`src/tsmx_regs.vh`:
```
// constants of the debug output multiplexer
`ifndef TSMX_REGS_VH
`define TSMX_REGS_VH
`define TSMX_CMD_DIGITAL     8'h18
`define TSMX_CMD_ANALOG      8'h19
`define TSMX_NV_ENABLE_ADDR  8'h17
`define TSMX_NV_ENABLE_BIT   7
`define TSMX_BANK_TIMER      8'h1d
`define TSMX_BANK_CARD       8'h30
`define TSMX_BANK_TRX        8'h58
`define TSMX_BANK_RXDATA     8'h70
`define TSMX_BANK_RXERR      8'h73
`define TSMX_GRP_NONE        3'h0
`define TSMX_GRP_TIMER       3'h1
`define TSMX_GRP_CARD        3'h2
`define TSMX_GRP_TRX         3'h3
`define TSMX_GRP_RXDATA      3'h4
`define TSMX_GRP_RXERR       3'h5
`define TSMX_MASK_TIMER      8'hfc
`define TSMX_MASK_FULL       8'hff
`define TSMX_MASK_RXERR      8'hc7
`define TSMX_SEL_RFCLK       4'h8
`define TSMX_POS_MAX         3'h4
`define TSMX_PIN_IRQ         4'h0
`define TSMX_PIN_FIRST_AUXILIARY_PIN        4'h1
`define TSMX_PIN_SECOND_AUXILIARY_PIN        4'h2
`define TSMX_PIN_GPO         4'h3
`define TSMX_ANA_MAX         8'h0a
`define TSMX_ANA_RESERVED    8'h08
`endif

```
`src/tsmx_pin.v`:
```
// one output pin: its stored route and registered signal choice
`timescale 1ns/1ps
`include "tsmx_regs.vh"
module tsmx_pin (
   input  wire       clk_sys,
   input  wire       rst_n,
   input  wire       load_dig,
   input  wire [2:0] load_grp,
   input  wire [3:0] load_sel,
   input  wire       load_ana,
   input  wire       enable,
   input  wire       rf_clk,
   input  wire [7:0] timer_dbg,
   input  wire [7:0] card_dbg,
   input  wire [7:0] trx_dbg,
   input  wire [7:0] rxdata_dbg,
   input  wire [7:0] rxerr_dbg,
   output reg        pin_q_reg,
   output reg        pin_oe_reg
);
   reg  [2:0] grp_reg;
   reg  [3:0] sel_reg;
   reg        dig_reg;
   reg  [7:0] vec;
   reg  [7:0] mask;
   reg        pin_next;

   always @(posedge clk_sys) begin
      if (!rst_n) begin
         grp_reg <= `TSMX_GRP_NONE;
         sel_reg <= 4'h0;
         dig_reg <= 1'b0;
      end else if (load_dig) begin
         grp_reg <= load_grp;
         sel_reg <= load_sel;
         dig_reg <= 1'b1;
      end else if (load_ana) begin
         dig_reg <= 1'b0;
      end
   end

   always @* begin
      vec  = 8'h00;
      mask = 8'h00;
      case (grp_reg)
         `TSMX_GRP_TIMER: begin
            vec  = timer_dbg;
            mask = `TSMX_MASK_TIMER;
         end
         `TSMX_GRP_CARD: begin
            vec  = card_dbg;
            mask = `TSMX_MASK_FULL;
         end
         `TSMX_GRP_TRX: begin
            vec  = trx_dbg;
            mask = `TSMX_MASK_FULL;
         end
         `TSMX_GRP_RXDATA: begin
            vec  = rxdata_dbg;
            mask = `TSMX_MASK_FULL;
         end
         `TSMX_GRP_RXERR: begin
            vec  = rxerr_dbg;
            mask = `TSMX_MASK_RXERR;
         end
         default: begin
            vec  = 8'h00;
            mask = 8'h00;
         end
      endcase
      if (grp_reg == `TSMX_GRP_NONE)
         pin_next = 1'b0;
      else if (sel_reg == `TSMX_SEL_RFCLK)
         pin_next = rf_clk;
      else if (sel_reg[3])
         pin_next = 1'b0;
      else
         pin_next = vec[sel_reg[2:0]] & mask[sel_reg[2:0]];
   end

   always @(posedge clk_sys) begin
      if (!rst_n) begin
         pin_q_reg  <= 1'b0;
         pin_oe_reg <= 1'b0;
      end else begin
         pin_q_reg  <= enable & dig_reg & pin_next;
         pin_oe_reg <= enable & dig_reg;
      end
   end
endmodule // tsmx_pin

```
`src/tsmx_mux.v`:
```
// debug output multiplexer: command parser, enable gate and four pin routes
// Notes on behaviour
// - select 8 routes recovered carrier clock
// - timer group: run/expiry flags, 1-0 reserved
// - card-mode group maps eight protocol flags
// - transceive 7/6: prefetch done and request
// - transceive 5..0: start, rx enable, state
// - receiver data 7..4: processor indications
// - receiver data 3..0: status, reset, bitclk
// - receiver error group, 5..3 reserved
// - analog command 0x19: second then first aux
// - no output unless nonvolatile enable set
// - analog codes 0..a, 8 reserved
// - digital command 0x18, group, 1-4 positions
// - position byte: low select, high pin
// - group byte values select the five groups
// - enable only when bit 7 set
`timescale 1ns/1ps
`include "tsmx_regs.vh"
module tsmx_mux (
   input  wire       clk_sys,
   input  wire       rst_n,
   input  wire       cmd_valid,
   input  wire       cmd_first,
   input  wire [7:0] cmd_byte,
   input  wire       cmd_end,
   input  wire [7:0] nv_enable_byte,
   input  wire       rf_clk_pin,
   input  wire [7:0] timer_dbg,
   input  wire [7:0] card_dbg,
   input  wire [7:0] trx_dbg,
   input  wire [7:0] rxdata_dbg,
   input  wire [7:0] rxerr_dbg,
   output wire [3:0] dbg_pin_q,
   output wire [3:0] dbg_pin_oe,
   output reg        busy_reg,
   output reg  [3:0] first_aux_ana_sel_reg,
   output reg        first_aux_ana_en_reg,
   output reg  [3:0] second_aux_ana_sel_reg,
   output reg        second_aux_ana_en_reg
);
   localparam [2:0] ST_IDLE  = 3'h0;
   localparam [2:0] ST_GROUP = 3'h1;
   localparam [2:0] ST_POS   = 3'h2;
   localparam [2:0] ST_ANA1  = 3'h3;
   localparam [2:0] ST_ANA2  = 3'h4;
   localparam [2:0] ST_SKIP  = 3'h5;

   reg  [2:0] state_reg;
   reg  [2:0] grp_reg;
   reg  [2:0] pos_cnt_reg;
   reg  [7:0] ana2_reg;
   reg        enable_reg;
   reg  [2:0] rf_sync_reg;
   reg        rf_clk_reg;
   reg  [2:0] byte_grp;
   wire       pos_load;
   wire       ana_load;
   wire [3:0] pin_code;
   wire       ana1_ok;
   wire       ana2_ok;

   // rf clock comes from another domain; level taken once stages 2 and 3 agree
   always @(posedge clk_sys) begin
      if (!rst_n) begin
         rf_sync_reg <= 3'h0;
         rf_clk_reg  <= 1'b0;
      end else begin
         rf_sync_reg <= {rf_sync_reg[1:0], rf_clk_pin};
         if (rf_sync_reg[1] == rf_sync_reg[2])
            rf_clk_reg <= rf_sync_reg[2];
      end
   end

   always @(posedge clk_sys) begin
      if (!rst_n)
         enable_reg <= 1'b0;
      else
         enable_reg <= nv_enable_byte[`TSMX_NV_ENABLE_BIT];
   end

   always @* begin
      case (cmd_byte)
         `TSMX_BANK_TIMER:  byte_grp = `TSMX_GRP_TIMER;
         `TSMX_BANK_CARD:   byte_grp = `TSMX_GRP_CARD;
         `TSMX_BANK_TRX:    byte_grp = `TSMX_GRP_TRX;
         `TSMX_BANK_RXDATA: byte_grp = `TSMX_GRP_RXDATA;
         `TSMX_BANK_RXERR:  byte_grp = `TSMX_GRP_RXERR;
         default:           byte_grp = `TSMX_GRP_NONE;
      endcase
   end

   assign pos_load = cmd_valid & ~cmd_first & (state_reg == ST_POS);
   assign ana_load = cmd_valid & ~cmd_first & (state_reg == ST_ANA2);
   assign pin_code = cmd_byte[7:4];
   // reserved analog codes leave the pin undriven rather than guess a signal
   assign ana2_ok  = (ana2_reg <= `TSMX_ANA_MAX) && (ana2_reg != `TSMX_ANA_RESERVED);
   assign ana1_ok  = (cmd_byte <= `TSMX_ANA_MAX) && (cmd_byte != `TSMX_ANA_RESERVED);

   always @(posedge clk_sys) begin
      if (!rst_n) begin
         state_reg   <= ST_IDLE;
         grp_reg     <= `TSMX_GRP_NONE;
         pos_cnt_reg <= 3'h0;
         ana2_reg    <= 8'h00;
         busy_reg    <= 1'b0;
      end else begin
         if (cmd_valid && cmd_first) begin
            busy_reg    <= 1'b0;
            pos_cnt_reg <= 3'h0;
            case (cmd_byte)
               `TSMX_CMD_DIGITAL: state_reg <= ST_GROUP;
               `TSMX_CMD_ANALOG:  state_reg <= ST_ANA1;
               default:           state_reg <= ST_SKIP;
            endcase
         end else if (cmd_valid) begin
            case (state_reg)
               ST_GROUP: begin
                  grp_reg   <= byte_grp;
                  state_reg <= ST_POS;
               end
               ST_POS: begin
                  pos_cnt_reg <= pos_cnt_reg + 3'h1;
                  // a fifth position byte is ignored
                  if (pos_cnt_reg + 3'h1 == `TSMX_POS_MAX)
                     state_reg <= ST_SKIP;
               end
               ST_ANA1: begin
                  ana2_reg  <= cmd_byte;
                  state_reg <= ST_ANA2;
               end
               ST_ANA2:  state_reg <= ST_SKIP;
               ST_SKIP:  state_reg <= ST_SKIP;
               default:  state_reg <= ST_IDLE;
            endcase
         end
         // busy rises when the command frame is complete
         if (cmd_end) begin
            state_reg <= ST_IDLE;
            busy_reg  <= 1'b1;
         end
      end
   end

   always @(posedge clk_sys) begin
      if (!rst_n) begin
         first_aux_ana_sel_reg  <= 4'h0;
         second_aux_ana_sel_reg <= 4'h0;
         first_aux_ana_en_reg   <= 1'b0;
         second_aux_ana_en_reg  <= 1'b0;
      end else begin
         if (ana_load) begin
            second_aux_ana_sel_reg <= ana2_reg[3:0];
            first_aux_ana_sel_reg  <= cmd_byte[3:0];
            second_aux_ana_en_reg  <= enable_reg & ana2_ok;
            first_aux_ana_en_reg   <= enable_reg & ana1_ok;
         end else begin
            if (pos_load && pin_code == `TSMX_PIN_FIRST_AUXILIARY_PIN)
               first_aux_ana_en_reg <= 1'b0;
            else if (!enable_reg)
               first_aux_ana_en_reg <= 1'b0;
            if (pos_load && pin_code == `TSMX_PIN_SECOND_AUXILIARY_PIN)
               second_aux_ana_en_reg <= 1'b0;
            else if (!enable_reg)
               second_aux_ana_en_reg <= 1'b0;
         end
      end
   end

   genvar gi;
   generate
      for (gi = 0; gi < 4; gi = gi + 1) begin : g_pin
         tsmx_pin u_pin (
            .clk_sys    (clk_sys),
            .rst_n      (rst_n),
            .load_dig   (pos_load && pin_code == gi),
            .load_grp   (grp_reg),
            .load_sel   (cmd_byte[3:0]),
            .load_ana   (ana_load && (gi == 1 || gi == 2)),
            .enable     (enable_reg),
            .rf_clk     (rf_clk_reg),
            .timer_dbg  (timer_dbg),
            .card_dbg   (card_dbg),
            .trx_dbg    (trx_dbg),
            .rxdata_dbg (rxdata_dbg),
            .rxerr_dbg  (rxerr_dbg),
            .pin_q_reg  (dbg_pin_q[gi]),
            .pin_oe_reg (dbg_pin_oe[gi])
         );
      end
   endgenerate
endmodule // tsmx_mux

```
`config.mk`:
```
export PLATFORM = sky130hd
export DESIGN_NAME = tsmx_mux
export DESIGN_NICKNAME = d
export VERILOG_FILES = /design/src/tsmx_pin.v /design/src/tsmx_mux.v
export VERILOG_INCLUDE_DIRS = /design/src
export SDC_FILE = /design/constraint.sdc
export NUM_CORES = 1
export LEC_CHECK = 0
export BUFFER_PORTS_ARGS = -buffer_cell sky130_fd_sc_hd__buf_2
export CAP_MARGIN = 10
export CELL_PAD_IN_SITES_DETAIL_PLACEMENT = 2
export CELL_PAD_IN_SITES_GLOBAL_PLACEMENT = 2
export CORE_UTILIZATION = 32
export CTS_BUF_LIST = sky130_fd_sc_hd__clkbuf_4
export CTS_CLUSTER_DIAMETER = 30
export DETAILED_ROUTE_END_ITERATION = 8
export PLACE_DENSITY = 0.78
export SLEW_MARGIN = 20
export SYNTH_ARGS = -nofsm -noshare
export SYNTH_HDL_FRONTEND = slang
export SYNTH_SLANG_ARGS = --single-unit
```
`constraint.sdc`:
```
create_clock -name clk_sys -period 1.8 [get_ports clk_sys]
set_input_delay 0.36 -clock clk_sys [delete_from_list [all_inputs] [get_ports clk_sys]]
set_output_delay 0.36 -clock clk_sys [all_outputs]
set_load 0.005 [all_outputs]
```
==> run metrics <==
critical path endpoint g_pin[2].u_pin.pin_q_reg; Synth Cell Area approximately 0.005 sq mm; fin. max-slew vios 0; num rows 45; r2r endpoint g_pin[2].u_pin.pin_q_reg; cells after synthesis 596; synth unique cells 73; Yosys warnings 0; first-pass GRT wire length 31400 um; Die Y 127 um; Setup crit start kind flip-flop; Vias 5112; Largest register FFs 16; Req. time, crit path 2140 ps; RSZ-0062 raised after global routing true; Layout area overhead 21.7%; clock root cell clkbuf_4; Net Count, Synth 660; register area share after synthesis between 20% and 30%; Layout Cells excl Fill roughly 910; GRT overflow 0; Max Cap Viol 0; Final Core Density 40.0%; worst-margin pin slew 447 ps; Global Route Usage Sum 25.6%; Final min period around 1800 ps; DIE AREA 0.0162 sq mm; Final setup viols 0; internal reg-to-reg setup slack ~37 ps; Die X ~130 um; # IOs 81; Post-synth EDFFs 0; Post-Route WL 20100 um; Worst Hold Class in -> reg; CP Class reg -> reg; Starting Density 32.8%; Port Buf Inserts 73; R2R depth 5; share of post-route cells with drive strength above 1 30.0%; Crit Path Max Fanout 4; CP Launch Point g_pin[2].u_pin.grp_reg[0]; GP Congestion between 0.9 and 1; Core Box Area roughly 0.015 sq mm; vias in the first global route 5582; Tcrit/Tclk final a little over nine tenths; Crit. End Element flip-flop; vias per std cell 5.65; clk_lat worst skew 450 ps; H-tree lvl count 3; DRC violations left 0; Placed Cells incl. Taps 890; predominant post-synthesis flop cell dfxtp_1; Final ANT Viol Nets 0; synthesized flop and latch total 73; status finished clean; commonest non-fill, non-tap cell in the layout buf_2; clock skew 17.0 ps; Peak VDD IR about 0.34 mV; cell leakage power 0.00229 uW; Pre-antenna DRT Iters 4; critical path arrival roughly 2100 ps; CTS tree built; largest net degree at the start of global routing 29; Initial DRC Count 257; drt wl/cell about 22 um; syn avg cell area 8.41 sq um; final hold violation count 0; reg2reg start g_pin[2].u_pin.grp_reg[0]; Final Net Count 754; fmax 567 MHz; P per Cell Area 499 mW/mm^2; Max clock buf depth 2; post-DP HPWL 15800 um; clock sink count 73; Inserted Diodes 0; filler cell count roughly 1700; most frequent cells in the layout buf_2 (73), dfxtp_1 (65), buf_4 (63); asr flop ratio synth 0%; relative slew slack 69.8%; cts bufs inserted 9; initial antenna violation count 0; Worst-path clk slew 130 ps
routing by layer:
layer / global-route usage (%) / up-vias / wire, um / part of all wire, %
met4: 9.59 / 0 / 681 / 3.4
met5: 0 / - / 0 / 0
met2: 45.7 / 158 / 9770 / 49
met3: 3.35 / 42 / 978 / 4.9
li1: - / 2380 / - / -
met1: 31.3 / 2532 / 8700 / 43
Yosys cell counts (12+ instances only):
master    count  area (sq um)
a21oi_1      22           110
buf_4        14           105
buf_2        17          85.1
inv_1        20          75.1
a211oi_1     12          90.1
dfxtp_1      73          1460
o21ai_0      20           100
nor2_1       22          82.6
nand2_1      55           206
mux2_2       18           203
mux2i_1      53           531
clkbuf_1     25          93.8
nor2b_1      45           282
nand3_1      19          95.1
a21boi_0     22           165
critical path: stages (launching register included):
cell and delay [ps]:
dfxtp_2 420, mux2i_1 300, nor2_1 70, or4b_2 700
nand3_1 100, o22ai_1 90
logic make-up (layout without fill, tap and decap cells):
group	Yosys count	count (layout)	share of synthesized area, %
XOR/XNOR	5	5	0.874
buffers and inverters	77	175	7.39
adder cells (fa/ha/maj)	2	2	0.499
multiplexers	71	71	14.6
flip-flops	73	73	29.2
AND/OR/NAND/NOR	203	203	22.9
AO/OA/AOI/OAI	165	165	24.5
through the flow:
stage / TNS, ps / power [uW] / instance area, sq um / worst slack [ps] / hold slack, ps
2_1_floorplan: 0 / 1810 / 5010 / 119 / 412
3_3_place_gp: -13.2 / 2020 / 5900 / -6.89 / 417
3_5_place_dp: -312 / 2040 / 5900 / -172 / 426
4_1_cts: 0 / 3080 / 6050 / 9.98 / 78.1
5_1_grt: -4.73 / 3160 / 6100 / -4.73 / 94.4
6_report: 0 / 3040 / 6100 / 37.1 / 122
power by group:
part	internal [uW]	switching (uW)
clock	408	622
sequential	1620	9.15
combinational	146	233
final cells by class:
cell class                      instances  area [sq um]  area share (%)
Clock inverter                          6          60.1           0.985
Sequential cell                        73          1470            24.2
Clock buffer                            9          67.6            1.11
Tap cell                              211           264            4.33
Timing Repair Buffer                  140           918            15.1
Multi-Input combinational cell        446          3240            53.1
Inverter                               20          75.1            1.23
timing repair:
item	in CTS	in global routing
setup buffers	0	0
hold buffers	0	0
pin swaps	1	5
setup endpoints to repair	4	12
resized for setup	7	20
how the worst min path moves through the flow:
stage	startpoint	to	slack [ps]	cells after the start
after floorplan	rf_sync_reg[0]	rf_sync_reg[1]	410	1
after global placement	rf_sync_reg[0]	rf_sync_reg[1]	420	1
after CTS	rf_clk_pin	rf_sync_reg[0]	80	2
after global routing	rf_clk_pin	rf_sync_reg[0]	90	2
final	rf_clk_pin	rf_sync_reg[0]	120	2
after detailed placement	rf_sync_reg[0]	rf_sync_reg[1]	430	1
Power figures use the tool's default switching activity.
